File: src/core/alp_pkg.sv
// Constants, register map and state encoding of the active-mode local port.
// Assumes a single 125 MHz clock domain and an AHB-Lite register slave.
package alp_pkg;
  // ****************************************
  // Register offsets (byte addresses)
  // ****************************************
  localparam logic [7:0] ALP_CTRL_OFS = 8'h00;
  localparam logic [7:0] ALP_ADDR_OFS = 8'h04;
  localparam logic [7:0] ALP_CMD_OFS = 8'h08;
  localparam logic [7:0] ALP_STAT_OFS = 8'h0C;
  localparam logic [7:0] ALP_DATA_OFS = 8'h10;
  localparam logic [7:0] ALP_DATA_STEP = 8'h04;
  localparam int ALP_NWORDS = 4;
  // ****************************************
  // Region control field layout, one byte per region
  // ****************************************
  localparam int ALP_FIELD_W = 8;
  localparam int ALP_WS_LSB = 0;
  localparam int ALP_WID_LSB = 3;
  localparam int ALP_END_BIT = 6;
  localparam int ALP_ASE_BIT = 7;
  localparam logic [31:0] ALP_CTRL_RST = 32'h0000_0000;
  localparam logic [1:0] ALP_WID_32 = 2'h0;
  localparam logic [1:0] ALP_WID_16 = 2'h1;
  // ****************************************
  // Command and status fields
  // ****************************************
  localparam int ALP_CMD_RGN_LSB = 0;
  localparam int ALP_CMD_WR_BIT = 2;
  localparam int ALP_CMD_LEN_LSB = 4;
  localparam int ALP_CMD_LANE_LSB = 8;
  localparam int ALP_CMD_GO_BIT = 31;
  localparam int ALP_ST_DONE_BIT = 0;
  localparam int ALP_ST_BUSY_BIT = 16;
  localparam int ALP_ST_MODE_BIT = 17;
  // ****************************************
  // Lane patterns
  // ****************************************
  localparam logic [3:0] ALP_LANES_NONE = 4'hF;
  localparam logic [3:0] ALP_LO_HALF_N = 4'hC;
  localparam logic [3:0] ALP_HI_HALF_N = 4'h3;
  localparam logic [2:0] ALP_AHB_WORD = 3'h2;
  // ****************************************
  // Sequencer states
  // ****************************************
  typedef enum logic [5:0] {
    ALP_IDLE = 6'h01,
    ALP_ATTN = 6'h02,
    ALP_ADDR = 6'h04,
    ALP_WAIT = 6'h08,
    ALP_XFER = 6'h10,
    ALP_DONE = 6'h20
  } alp_state_t;
endpackage

File: src/core/alp_lane_steer.sv
// Byte lane steering between a 32-bit word and a 32, 16 or 8-bit add-on bus.
// Purely combinational; the caller registers what it drives.
`timescale 1ns/1ps
module alp_lane_steer
  import alp_pkg::*;
(
  input wire logic [31:0] dword, // Word being driven
  input wire logic [3:0] lanes_n, // Valid lanes of the word, low active
  input wire logic [1:0] wid, // Add-on bus width code
  input wire logic big, // Big endian steering
  input wire logic [1:0] dbeat, // Beat being driven
  input wire logic [31:0] mword, // Word being filled on reads
  input wire logic [1:0] mbeat, // Beat being captured
  input wire logic [31:0] bus_in, // Add-on bus input
  output logic [31:0] bus_d, // Value for the add-on bus
  output logic [3:0] beat_lanes_n, // Lanes valid in this beat
  output logic [31:0] merged // Word with captured beat merged in
);
  always_comb begin
    bus_d = dword;
    beat_lanes_n = lanes_n;
    merged = bus_in;
    if (wid == ALP_WID_16) begin
      bus_d = 32'h0000_0000;
      if (big) begin
        bus_d[15:8] = dword[dbeat[0]*16 +: 8];
        bus_d[7:0] = dword[dbeat[0]*16+8 +: 8];
      end else begin
        bus_d[15:0] = dword[dbeat[0]*16 +: 16];
      end
      beat_lanes_n = lanes_n | (dbeat[0] ? ALP_HI_HALF_N : ALP_LO_HALF_N);
      merged = mword;
      merged[mbeat[0]*16 +: 16] = big ? {bus_in[7:0], bus_in[15:8]} : bus_in[15:0];
    end else if (wid != ALP_WID_32) begin
      bus_d = {24'h00_0000, dword[dbeat*8 +: 8]};
      beat_lanes_n = lanes_n | ~(4'h1 << dbeat);
      merged = mword;
      merged[mbeat*8 +: 8] = bus_in[7:0];
    end
  end
endmodule // alp_lane_steer

File: src/core/alp_wait_count.sv
// Programmed wait-state counter; add-on waits pause it.
// Assumes the sequencer raises arm on the edge that opens a data phase.
`timescale 1ns/1ps
module alp_wait_count
  import alp_pkg::*;
(
  input wire logic hclk, // Clock
  input wire logic hresetn, // Asynchronous reset, low active
  input wire logic arm, // Data phase opens at this edge
  input wire logic turn, // Read after an address cycle
  input wire logic active, // Sequencer sits in a wait cycle
  input wire logic wait_n, // Add-on wait, low active
  input wire logic [2:0] waits, // Programmed wait states
  output logic fire // Next cycle is a strobe cycle
);
  logic [2:0] cnt;
  logic [2:0] base;

  always_comb begin
    base = cnt;
    if (arm) begin
      base = (turn && waits == 3'h0) ? 3'h1 : waits;
    end
  end

  assign fire = wait_n && base == 3'h0 && (arm || active);

  always_ff @(posedge hclk or negedge hresetn) begin
    if (!hresetn) begin
      cnt <= 3'h0;
    end else if (arm || active) begin
      // A cycle caused by the add-on wait is not counted.
      cnt <= (wait_n && base != 3'h0) ? base - 3'h1 : base;
    end
  end

  hold_cnt_a: assert property (@(posedge hclk) disable iff (!hresetn)
    (active && !wait_n) |=> cnt == $past(cnt)) else $error("wait count moved in add-on wait");
  wait_cnt_a: assert property (@(posedge hclk) disable iff (!hresetn)
    (arm && !turn && waits == 3'h3 && wait_n) ##1 (active && wait_n && !fire) [*2]
    ##1 (active && wait_n) |-> fire) else $error("three wait states not honoured");
endmodule // alp_wait_count

File: src/core/alp_port.sv
// Active-mode local port: AHB-Lite registers and the add-on transfer sequencer.
// Assumes all add-on pins are synchronous to hclk and the bus wire is resolved outside.
`timescale 1ns/1ps
module alp_port
  import alp_pkg::*;
(
  input wire logic hclk, // Clock, 125 MHz
  input wire logic hresetn, // Asynchronous reset, low active
  input wire logic hsel, // Slave select
  input wire logic [31:0] haddr, // Address
  input wire logic [1:0] htrans, // Transfer type
  input wire logic hwrite, // Write
  input wire logic [2:0] hsize, // Transfer size
  input wire logic [31:0] hwdata, // Write data
  input wire logic hready, // Bus ready
  output logic hreadyout, // Slave ready
  output logic [31:0] hrdata, // Read data
  output logic hresp, // Response, always OKAY
  input wire logic mode_strap, // Low selects active mode
  input wire logic local_wait_n, // Add-on wait request
  input wire logic [31:0] local_data_bus_in, // Data bus input
  output logic [31:0] local_data_bus_out, // Data bus output
  output logic local_data_bus_oe, // Data bus drive enable
  output logic transfer_attention_n, // Transfer pending
  output logic burst_pending_n, // More than one word pending
  output logic [1:0] region_number, // Region of the transfer
  output logic write_direction, // High for a write to the add-on
  output logic [3:0] lane_valid_n, // Valid byte lanes
  output logic address_strobe_out_n, // Address cycle strobe
  output logic data_xfer_strobe_n // Data transfer strobe
);
  // ****************************************
  // Declarations
  // ****************************************
  alp_state_t st;
  alp_state_t nst;
  logic [31:0] ctrl;
  logic [31:0] xaddr;
  logic [31:0] tx_addr;
  logic [1:0] tx_len;
  logic [3:0] tx_lanes;
  logic [31:0] mem [ALP_NWORDS];
  logic done;
  logic go_q;
  logic active_mode;
  logic strap_done;
  logic dph_wr;
  logic dph_rd;
  logic [7:0] dph_ofs;
  logic take;
  logic go;
  logic [31:0] rd_val;
  logic [1:0] beat;
  logic [1:0] word;
  logic [1:0] nb;
  logic [1:0] nwd;
  logic [1:0] bmax;
  logic last_next;
  logic last;
  logic [7:0] fld;
  logic [2:0] ws;
  logic [1:0] wid;
  logic big;
  logic asen;
  logic arm;
  logic turn;
  logic active;
  logic fire;
  logic [31:0] bus_d;
  logic [3:0] beat_lanes_n;
  logic [31:0] merged;

  assign fld = ctrl[region_number*ALP_FIELD_W +: ALP_FIELD_W];
  assign ws = fld[ALP_WS_LSB +: 3];
  assign wid = fld[ALP_WID_LSB +: 2];
  assign big = fld[ALP_END_BIT];
  assign asen = fld[ALP_ASE_BIT];
  assign bmax = (wid == ALP_WID_32) ? 2'h0 : ((wid == ALP_WID_16) ? 2'h1 : 2'h3);

  // ****************************************
  // Register slave
  // ****************************************
  assign take = hsel && htrans[1] && hready && hsize == ALP_AHB_WORD;
  assign go = dph_wr && dph_ofs == ALP_CMD_OFS && hwdata[ALP_CMD_GO_BIT]
    && st == ALP_IDLE && !go_q && active_mode;

  // Reads take one wait cycle so that a write just before is already visible.
  always_ff @(posedge hclk or negedge hresetn) begin
    if (!hresetn) begin
      dph_wr <= 1'b0;
      dph_rd <= 1'b0;
      dph_ofs <= 8'h00;
      hreadyout <= 1'b1;
      hrdata <= 32'h0000_0000;
      hresp <= 1'b0;
    end else begin
      dph_wr <= take && hwrite;
      dph_rd <= take && !hwrite;
      if (take) begin
        dph_ofs <= haddr[7:0];
      end
      hreadyout <= !(take && !hwrite);
      if (dph_rd) begin
        hrdata <= rd_val;
      end
      hresp <= 1'b0;
    end
  end

  always_comb begin
    rd_val = 32'h0000_0000;
    case (dph_ofs)
      ALP_CTRL_OFS: rd_val = ctrl;
      ALP_ADDR_OFS: rd_val = xaddr;
      ALP_CMD_OFS: begin
        rd_val[ALP_CMD_RGN_LSB +: 2] = region_number;
        rd_val[ALP_CMD_WR_BIT] = write_direction;
        rd_val[ALP_CMD_LEN_LSB +: 2] = tx_len;
        rd_val[ALP_CMD_LANE_LSB +: 4] = tx_lanes;
      end
      ALP_STAT_OFS: begin
        rd_val[ALP_ST_DONE_BIT] = done;
        rd_val[ALP_ST_BUSY_BIT] = st != ALP_IDLE || go_q;
        rd_val[ALP_ST_MODE_BIT] = active_mode;
      end
      default: begin
        for (int i = 0; i < ALP_NWORDS; i++) begin
          if (dph_ofs == ALP_DATA_OFS + 8'(i * 4)) begin
            rd_val = mem[i];
          end
        end
      end
    endcase
  end

  always_ff @(posedge hclk or negedge hresetn) begin
    if (!hresetn) begin
      ctrl <= ALP_CTRL_RST;
      xaddr <= 32'h0000_0000;
    end else if (dph_wr && dph_ofs == ALP_CTRL_OFS) begin
      ctrl <= hwdata;
    end else if (dph_wr && dph_ofs == ALP_ADDR_OFS) begin
      xaddr <= hwdata;
    end
  end

  // The done flag is set by hardware; a clear in the same cycle loses.
  always_ff @(posedge hclk or negedge hresetn) begin
    if (!hresetn) begin
      done <= 1'b0;
    end else if (st == ALP_DONE) begin
      done <= 1'b1;
    end else if (dph_wr && dph_ofs == ALP_STAT_OFS && hwdata[ALP_ST_DONE_BIT]) begin
      done <= 1'b0;
    end
  end

  // The strap is caught on the first edge after reset is released.
  always_ff @(posedge hclk or negedge hresetn) begin
    if (!hresetn) begin
      strap_done <= 1'b0;
      active_mode <= 1'b0;
    end else if (!strap_done) begin
      strap_done <= 1'b1;
      active_mode <= !mode_strap;
    end
  end

  // ****************************************
  // Transfer command latch
  // ****************************************
  always_ff @(posedge hclk or negedge hresetn) begin
    if (!hresetn) begin
      go_q <= 1'b0;
      tx_addr <= 32'h0000_0000;
      tx_len <= 2'h0;
      tx_lanes <= ALP_LANES_NONE;
      region_number <= 2'h0;
      write_direction <= 1'b0;
    end else begin
      go_q <= go;
      if (go) begin
        tx_addr <= xaddr;
        tx_len <= hwdata[ALP_CMD_LEN_LSB +: 2];
        tx_lanes <= hwdata[ALP_CMD_LANE_LSB +: 4];
        region_number <= hwdata[ALP_CMD_RGN_LSB +: 2];
        write_direction <= hwdata[ALP_CMD_WR_BIT];
      end
    end
  end

  // Word buffer; read beats are merged in at the strobe edge.
  for (genvar i = 0; i < ALP_NWORDS; i++) begin : g_mem
    always_ff @(posedge hclk or negedge hresetn) begin
      if (!hresetn) begin
        mem[i] <= 32'h0000_0000;
      end else if (st == ALP_XFER && !write_direction && word == 2'(i)) begin
        mem[i] <= merged;
      end else if (dph_wr && dph_ofs == ALP_DATA_OFS + 8'(i * 4)) begin
        mem[i] <= hwdata;
      end
    end
  end

  // ****************************************
  // Sequencer
  // ****************************************
  always_comb begin
    nb = beat;
    nwd = word;
    if (st == ALP_IDLE) begin
      nb = 2'h0;
      nwd = 2'h0;
    end else if (st == ALP_XFER) begin
      if (beat == bmax) begin
        nb = 2'h0;
        nwd = word + 2'h1;
      end else begin
        nb = beat + 2'h1;
      end
    end
  end

  assign last = beat == bmax && word == tx_len;
  assign last_next = nb == bmax && nwd == tx_len;

  always_comb begin
    nst = st;
    arm = 1'b0;
    turn = 1'b0;
    active = 1'b0;
    case (st)
      ALP_IDLE: begin
        if (go_q) begin
          nst = ALP_ATTN;
        end
      end
      ALP_ATTN: begin
        if (local_wait_n) begin
          if (asen) begin
            nst = ALP_ADDR;
          end else begin
            arm = 1'b1;
            nst = fire ? ALP_XFER : ALP_WAIT;
          end
        end
      end
      ALP_ADDR: begin
        arm = 1'b1;
        turn = !write_direction;
        nst = fire ? ALP_XFER : ALP_WAIT;
      end
      ALP_WAIT: begin
        active = 1'b1;
        nst = fire ? ALP_XFER : ALP_WAIT;
      end
      ALP_XFER: begin
        if (last) begin
          nst = ALP_DONE;
        end else begin
          arm = 1'b1;
          nst = fire ? ALP_XFER : ALP_WAIT;
        end
      end
      ALP_DONE: nst = ALP_IDLE;
      default: nst = ALP_IDLE;
    endcase
  end

  alp_wait_count u_wait (
    .hclk(hclk),
    .hresetn(hresetn),
    .arm(arm),
    .turn(turn),
    .active(active),
    .wait_n(local_wait_n),
    .waits(ws),
    .fire(fire)
  );

  alp_lane_steer u_steer (
    .dword(mem[nwd]),
    .lanes_n(tx_lanes),
    .wid(wid),
    .big(big),
    .dbeat(nb),
    .mword(mem[word]),
    .mbeat(beat),
    .bus_in(local_data_bus_in),
    .bus_d(bus_d),
    .beat_lanes_n(beat_lanes_n),
    .merged(merged)
  );

  always_ff @(posedge hclk or negedge hresetn) begin
    if (!hresetn) begin
      st <= ALP_IDLE;
      beat <= 2'h0;
      word <= 2'h0;
    end else begin
      st <= nst;
      beat <= nb;
      word <= nwd;
    end
  end

  // ****************************************
  // Pin outputs, all registered from the next state
  // ****************************************
  always_ff @(posedge hclk or negedge hresetn) begin
    if (!hresetn) begin
      transfer_attention_n <= 1'b1;
      data_xfer_strobe_n <= 1'b1;
      address_strobe_out_n <= 1'b1;
      local_data_bus_oe <= 1'b0;
      local_data_bus_out <= 32'h0000_0000;
      lane_valid_n <= ALP_LANES_NONE;
    end else begin
      transfer_attention_n <= nst == ALP_IDLE || nst == ALP_DONE
        || (nst == ALP_XFER && last_next);
      data_xfer_strobe_n <= nst != ALP_XFER;
      address_strobe_out_n <= nst != ALP_ADDR;
      // A wait sampled low never leads to a driving cycle, so the bus is released.
      local_data_bus_oe <= nst == ALP_ADDR || (nst == ALP_XFER && write_direction);
      local_data_bus_out <= (nst == ALP_ADDR) ? tx_addr : bus_d;
      lane_valid_n <= (nst == ALP_IDLE || nst == ALP_DONE) ? ALP_LANES_NONE
        : beat_lanes_n;
    end
  end

  // Writes release the burst flag one word earlier than reads.
  always_ff @(posedge hclk or negedge hresetn) begin
    if (!hresetn) begin
      burst_pending_n <= 1'b1;
    end else if (st == ALP_IDLE) begin
      burst_pending_n <= !(nst == ALP_ATTN && tx_len != 2'h0);
    end else if (nst == ALP_DONE
      || (nst == ALP_XFER && (tx_len - nwd) <= {1'b0, write_direction})) begin
      burst_pending_n <= 1'b1;
    end
  end

  // ****************************************
  // Checks
  // ****************************************
  addr_pulse_a: assert property (@(posedge hclk) disable iff (!hresetn)
    !address_strobe_out_n |-> asen ##1 address_strobe_out_n)
    else $error("address strobe not a single enabled cycle");
  addr_data_a: assert property (@(posedge hclk) disable iff (!hresetn)
    !address_strobe_out_n |-> local_data_bus_oe && local_data_bus_out == tx_addr)
    else $error("address not driven during address strobe");
  wait_hold_a: assert property (@(posedge hclk) disable iff (!hresetn)
    (st == ALP_ATTN && !local_wait_n) |=> st == ALP_ATTN && address_strobe_out_n)
    else $error("transfer started while wait was low");
  tri_wait_a: assert property (@(posedge hclk) disable iff (!hresetn)
    !local_wait_n |=> !local_data_bus_oe && data_xfer_strobe_n && address_strobe_out_n)
    else $error("bus driven after wait sampled low");
  direct_strobe_a: assert property (@(posedge hclk) disable iff (!hresetn)
    (st == ALP_ATTN && local_wait_n && !asen && ws == 3'h0) |=> !data_xfer_strobe_n)
    else $error("strobe not one cycle after valid attention");
  turn_cycle_a: assert property (@(posedge hclk) disable iff (!hresetn)
    (st == ALP_ADDR && !write_direction && ws == 3'h0 && local_wait_n)
    |=> data_xfer_strobe_n && !local_data_bus_oe ##1 !data_xfer_strobe_n)
    else $error("read turnaround missing");
  last_lane_a: assert property (@(posedge hclk) disable iff (!hresetn)
    (st == ALP_XFER && last) |-> transfer_attention_n ##1 lane_valid_n == ALP_LANES_NONE)
    else $error("end of transfer signalling wrong");
  burst_start_a: assert property (@(posedge hclk) disable iff (!hresetn)
    (st == ALP_IDLE && go_q) |=> !transfer_attention_n && burst_pending_n == (tx_len == 2'h0))
    else $error("burst flag wrong at start");
  strap_a: assert property (@(posedge hclk) disable iff (!hresetn)
    st != ALP_IDLE |-> active_mode) else $error("transfer while not in active mode");
endmodule // alp_port

File: config.mk
export PLATFORM = sky130hd
export DESIGN_NAME = alp_port
export DESIGN_NICKNAME = d
export VERILOG_FILES = /design/src/core/alp_pkg.sv /design/src/core/alp_lane_steer.sv /design/src/core/alp_wait_count.sv /design/src/core/alp_port.sv
export SDC_FILE = /design/constraint.sdc
export NUM_CORES = 1
export LEC_CHECK = 0
export BUFFER_PORTS_ARGS = -buffer_cell sky130_fd_sc_hd__buf_2
export CORE_MARGIN = 2
export CORE_UTILIZATION = 43
export DETAILED_ROUTE_END_ITERATION = 8
export SLEW_MARGIN = 10
export SYNTH_ARGS = -nofsm -noshare
export SYNTH_HDL_FRONTEND = slang
export SYNTH_HIERARCHICAL = 1
export SYNTH_SLANG_ARGS = --single-unit
File: constraint.sdc
create_clock -name hclk -period 7.67 [get_ports hclk]
set_input_delay 1.534 -clock hclk [delete_from_list [all_inputs] [get_ports hclk]]
set_output_delay 1.534 -clock hclk [all_outputs]
set_load 0.05 [all_outputs]
==> metrics.csv, run 1 <==
stage,metric,value,unit
final_layout,fin_nets,2143,
floorplanning,initial_core_util,0.435,
final_layout,layout-drive-gt1-share,0.250,
yosys,synth-edff-count,0,
yosys,avgSynthCellArea,10.4,µm²
yosys,yosys_warnings,6,
pwr,p_per_area,218,nW/µm²
sta,finClkSkew,0.0158,ns
final_layout,syn_to_final_growth,12.1,%
final_layout,fillers,4300,
cts,cts_max_level,2,
sta,setup_viol,0,
pwr,vdd_ir_drop_max,0.160,mV
yosys,synth.distinct_cells,82,
sta,hold_slack,0.445,ns
global_routing,grt_pass1_wl,110000,µm
yosys,yosysSeqAreaShare,0.415,
yosys,synth_top_area_frac,0.397,
yosys,synth_most_common_cell,dfrtp_1,
routing,dr.pass1.iters,8,
sta,setup_tns,0,ns
cts,cts-resized-gates,0,
yosys,syn_nets,2059,
routing,drt_iter0_drc,1914,
critical_path,r2r_cells,14,
floorplanning,die_x,221,µm
sta,fmax,0.196,GHz
yosys,yosys.area.top_type,dfrtp_1,
place,place_ws,2.69,ns
routing,vias,17000,
floorplanning,rows,79,
cts,clock_insertion_delay_worst_skew,0.57,ns
yosys,ys_seq_elements,334,
sta,final-max-slew-violation-count,0,
worst_hold_path,hold_depth,1,
sta,hold_violations,0,
final_layout,final_core_util,0.487,
sta,finalCriticalPeriod,5.11,ns
critical_path,path_class,reg2reg,
sta,grt_setup_unrepaired,no,
final_layout,layout.area.seq,8380,µm²
place,port_buffers,159,
yosys,syn_inst,1938,
floorplanning,dieArea,48700,µm²
sta,period_share,0.666,
place,place.detailed.hpwl,48600,µm
sta,timing.slew.headroom,0.245,
place,placedInstanceArea,21400,µm²
cts,cts_tree,built,
critical_path,critPathLaunchType,flop,
sta,tightest_slew,1.13,ns
cts,clkSinkCount,334,
routing,ant_nets,0,
critical_path,cp.arrival,5.61,ns
floorplanning,dieHeight,221,µm
yosys,ys.flop_type,dfrtp_1,
floorplanning,num_io_pins,186,
yosys,netlist_area,20200,µm²
yosys,ys_top_cells_by_area,"dfrtp_1, mux2i_1, mux2_2, a21oi_1, mux4_2",
final_layout,fin_area,22600,µm²
cts,cts_setup_buffers,0,
flow_run,maxCapViolations,0,
worst_hold_path,hold_class,reg2reg,
cts,clk_pin_slew_worst_paths,0.06,ns
floorplanning,core,46500,µm²
critical_path,path_max_fanout,36,
critical_path,crit_path_end_kind,flop,
global_routing,grt_max_degree,168,
place,gp_congestion,0.906,
yosys,synthTopCellsByCount,"dfrtp_1, mux2i_1, a21oi_1",
global_routing,track_usage,0.309,
global_routing,grt_pass1_vias,16700,
cts,cts_buffer_depth,3,
critical_path,crit_required,8.17,ns
final_layout,multi_input_area,10900,µm²
sta,layout_setup_ws,2.56,ns
yosys,synth-async-reset-ratio,1.00,
global_routing,antenna_found_initial,8,
cts,cts_made_buffers,39,
routing,avgRoutedWirePerCell,28.2,µm
global_routing,grt.overflow.total,0,
routing,drt_wl_total,74900,µm
cts,root_buffer,clkbuf_16,
routing,drc_errors,0,
pwr,p_leak,10.2,nW
status,outcome,"finished, final reports clean",
routing,vias_per_cell,6.40,
cts,holdBufCountCts,0,
-- where the power goes --
group | internal [mW] | switching (mW) | leakage, nW | total, mW
clock network | 1.11 | 0.768 | 0.627 | 1.87
registers | 1.87 | 0.115 | 3.87 | 1.99
logic | 0.314 | 0.754 | 5.67 | 1.07
-- registers in the layout, summed over array words and instances, names as in the netlist, 2 cells and up --
register / count
mem: 128
ctrl: 32
hrdata: 32
local_data_bus_out: 32
tx_addr: 32
xaddr: 32
dph_ofs: 8
st: 6
lane_valid_n: 4
tx_lanes: 4
u_wait/cnt: 3
beat: 2
region_number: 2
tx_len: 2
word: 2
-- metrics by stage --
step / cells / power (mW)
detailed placement: 2588 / 3.06
global route: 2657 / 5.11
finish: 2659 / 4.93
floorplan: 1938 / 2.66
CTS: 2657 / 4.94
global placement: 2588 / 3.05
-- worst paths after layout --
| check | from | endpoint | slack, ns |
|---|---|---|---|
| worst max-delay path | region_number[0] | local_data_bus_out[11] | 2.56 |
| worst min-delay path | strap_done | active_mode | 0.44 |
| worst max register to register | region_number[0] | local_data_bus_out[11] | 2.56 |
| worst min register to register | strap_done | active_mode | 0.44 |
| max in group asynchronous | hresetn | mem[14] | 5.11 |
| min in group asynchronous | hresetn | hrdata[11] | 0.97 |
-- cell families (layout without fill, tap and decap cells) --
logic type               after synthesis  after routing  share of synthesized area
AO/OA/AOI/OAI                        475            475                      0.150
AND/OR/NAND/NOR                      461            461                      0.111
multiplexers                         456            456                      0.266
flip-flops                           334            334                      0.415
buffers and inverters                189            301                     0.0469
adder cells (fa/ha/maj)               13             13                    0.00806
XOR/XNOR                               8              8                    0.00347
other                                  2              4                   0.000372
-- critical path, cell delays in order (launching register included) --
cell and delay, ns:
dfrtp_1 0.32, buf_4 0.28, mux4_2 0.56, and3_4 0.19
a21o_1 0.17, o21ai_4 0.18, mux2i_2 0.36, clkinv_2 0.68
buf_12 0.46, mux2i_1 0.16, mux2i_1 0.64, and3_1 0.25
o21ai_0 0.07, a21oi_1 0.40, mux2_2 0.24
-- per-layer routing --
metal,up-vias,track usage,share of wire
met5,-,0,0.00057
met4,6,0.173,0.058
met3,219,0.0836,0.10
met2,979,0.451,0.43
met1,8457,0.413,0.41
li1,7350,-,-
-- cell usage in the layout (no fill, tap or decap), types with 14 or more instances in the layout --
master / Yosys / routed
a21oi_1: 226 / 225
a221oi_1: 17 / 17
a22oi_1: 34 / 34
a31oi_1: 19 / 19
a41oi_1: 19 / 19
and2_1: 20 / 20
and3_1: 14 / 14
buf_2: 27 / 158
buf_4: 9 / 40
clkbuf_16: 1 / 41
dfrtp_1: 320 / 317
dfstp_2: 14 / 14
inv_1: 28 / 28
mux2_2: 146 / 146
mux2i_1: 260 / 260
mux4_2: 49 / 49
nand2_1: 102 / 96
nand2b_1: 20 / 20
nand3_1: 23 / 22
nor2_1: 198 / 195
nor2b_1: 22 / 21
o21ai_0: 56 / 56
o221ai_1: 20 / 20
-- layout make-up --
type / count / area share
inverters: 31 / 0.00520
flip-flops and latches: 334 / 0.370
clock inverters: 8 / 0.00299
multi-input cells: 1415 / 0.484
diodes: 2 / 0.000221
well taps: 607 / 0.0336
clock buffers: 61 / 0.0531
repair buffers: 201 / 0.0507
Note: power is estimated with default switching activity, not from simulation.
==> run 2: changes to the inputs <==
clock period = 5.15 ns   (was 7.67 ns; I/O delays follow)
==> metrics.csv, run 2 (same netlist as run 1, synthesis figures left out) <==
stage,metric,value,unit,change
sta,fmax,0.226,GHz,+15%
critical_path,cp.arrival,4.94,ns,-0.67 ns
global_routing,gr-usage-met1,0.424,,+0.0104
floorplanning,core,46500,µm²,unchanged
routing,vias,17100,,+0.29%
pwr,p_per_area,326,nW/µm²,+49%
critical_path,r2r_cells,13,,-1
critical_path,timing.rr.start,region_number[0],,
final_layout,fillers,4346,,+1.1%
floorplanning,die_x,221,µm,unchanged
cts,holdBufCountCts,0,,unchanged
critical_path,crit_end,local_data_bus_out[11],,
place,gp_congestion,0.957,,+5.7%
final_layout,top_register,mem,,
sta,grt_setup_unrepaired,no,,
sta,finalCriticalPeriod,4.43,ns,-0.676 ns
cts,cts_setup_buffers,0,,unchanged
routing,avgRoutedWirePerCell,28.0,µm,-0.74%
sta,timing.slew.headroom,0.260,,+0.0145
sta,setup_tns,0,ns,unchanged
pwr,p_leak,10.2,nW,+0.19%
global_routing,grt_busiest_layer,met2,,
critical_path,max_stage_delay,0.73,ns,+0.05 ns
worst_hold_path,hold_class,reg2reg,,
global_routing,antenna_found_initial,11,,+3
pwr,comb_power_share,0.215,,-0.002
global_routing,grt_pass1_vias,16200,,-2.9%
sta,period_share,0.860,,+0.195
final_layout,syn_to_final_growth,12.5,%,
place,port_buffers,159,,unchanged
routing,dr.pass1.iters,6,,-2
critical_path,crit_path_end_kind,flop,,
global_routing,track_usage,0.306,,-0.00292
cts,cts-resized-gates,0,,unchanged
critical_path,path_class,reg2reg,,
global_routing,grt_pass1_wl,109000,µm,-1.0%
sta,final-max-slew-violation-count,0,,unchanged
cts,cts_made_buffers,40,,+2.6%
final_layout,fin_nets,2153,,+0.47%
global_routing,met2_usage,0.460,,+0.00844
floorplanning,dieHeight,221,µm,unchanged
cts,clk_pin_slew_worst_paths,0.06,ns,about the same
cts,clock_insertion_delay_worst_skew,0.57,ns,about the same
critical_path,r2r_end,local_data_bus_out[11],,
floorplanning,dieArea,48700,µm²,unchanged
place,placedInstanceArea,21400,µm²,+0.29%
critical_path,crit_chain,"mux4_2, and3_4, a21o_1, o21ai_4, mux2i_2, clkinv_2, buf_12, mux2i_1, mux2i_1, mux2i_1, a2bb2oi_1, a21oi_1, mux2_2",,
final_layout,mostFrequentLayoutCell,dfrtp_1,,
sta,finClkSkew,0.0118,ns,-0.00392 ns
cts,cts_buffer_depth,3,,unchanged
sta,setup_viol,0,,unchanged
critical_path,crit_required,5.65,ns,-2.52 ns
worst_hold_path,hold_depth,1,,unchanged
pwr,vdd_ir_drop_max,0.194,mV,+21%
routing,vias_per_cell,6.40,,about the same
final_layout,fin_area,22700,µm²,+0.35%
pwr,seq_power_share,0.400,,-0.003
critical_path,path_max_fanout,65,,+81%
cts,cts_tree,built,,
status,outcome,"finished, final reports clean",,
critical_path,crit_start,region_number[0],,
global_routing,grt_max_degree,112,,-33%
pwr,p_clk_frac,0.385,,+0.005
flow_run,maxCapViolations,0,,unchanged
floorplanning,initial_core_util,0.435,,unchanged
critical_path,critPathSlowestCell,mux2i_1,,
pwr,netSwitchingFraction,0.327,,-0.00522
routing,drc_errors,0,,unchanged
critical_path,reg2reg_slack,0.72,ns,-1.84 ns
sta,tightest_slew,1.11,ns,-0.0232 ns
final_layout,layout-drive-gt1-share,0.250,,about the same
cts,root_buffer,clkbuf_16,,
place,place.detailed.hpwl,49300,µm,+1.5%
pwr,cellInternalPower,4.98,mW,+51%
floorplanning,rows,79,,unchanged
pwr,net-switching-power,2.41,mW,+48%
routing,ant_nets,0,,unchanged
final_layout,largest_register_ffs,128,,unchanged
cts,clkSinkCount,334,,unchanged
final_layout,layout.area.seq,8380,µm²,unchanged
critical_path,critPathLaunchType,flop,,
sta,hold_violations,0,,unchanged
global_routing,use_met3,0.0595,,-0.0241
final_layout,multi_input_area,10900,µm²,-0.27%
routing,drt_wl_total,74600,µm,-0.44%
floorplanning,num_io_pins,186,,unchanged
final_layout,final_cell_mix,"dfrtp_1, mux2i_1, a21oi_1",,
global_routing,grt.overflow.total,0,,unchanged
cts,cts_max_level,2,,unchanged
routing,drt_iter0_drc,1953,,+2.0%
critical_path,crit_path_frequent_cell,mux2i_1,,
run 2: worst min-delay path by stage:
stage / from / endpoint
after floorplan: strap_done / active_mode
after global placement: strap_done / active_mode
after detailed placement: strap_done / active_mode
after CTS: strap_done / active_mode
after global routing: strap_done / active_mode
final: strap_done / active_mode
run 2: per-layer routing:
layer | part of all wire | routed length [µm]
met1 | 0.41 | 30700
met5 | 0.00071 | 53
met4 | 0.047 | 3470
met3 | 0.095 | 7080
met2 | 0.45 | 33300
run 2: area by class of cell:
cell class | instances | share of cell area
Tap cell | 607 | 0.0334
Clock inverter | 10 | 0.00689
Timing Repair Buffer | 210 | 0.0546
Sequential cell | 334 | 0.369
Inverter | 31 | 0.00518
Multi-Input combinational cell | 1415 | 0.481
Antenna cell | 2 | 0.000220
Clock buffer | 58 | 0.0498
run 2: worst max-delay path: cells and delay by family, from the launching register on:
family                 cells  cell delay, ns
DFF                        1            0.59
muxes                      6            2.25
buffers and inverters      2            0.38
AOI/OAI and AO/OA          4            0.90
and+or+nand+nor            1            0.19
run 2: power by group through the flow:
stage	sequential (mW)	clock, mW	combinational [mW]
finish	2.96	2.85	1.59
detailed placement	3.00	0	1.56
floorplan	3.22	0	0.741
global placement	2.99	0	1.55
CTS	2.95	2.89	1.57
global route	2.97	3.00	1.68
run 2: through the flow:
stage	hold slack [ns]	utilization	std cells	power, mW	setup WS [ns]
2_1_floorplan	0.429	-	1938	3.96	1.18
3_3_place_gp	0.433	0.461	2597	4.54	0.867
3_5_place_dp	0.442	0.461	2597	4.56	0.808
4_1_cts	0.450	0.489	2665	7.41	0.795
5_1_grt	0.464	0.489	2665	7.66	0.589
6_report	0.447	0.489	2667	7.39	0.719
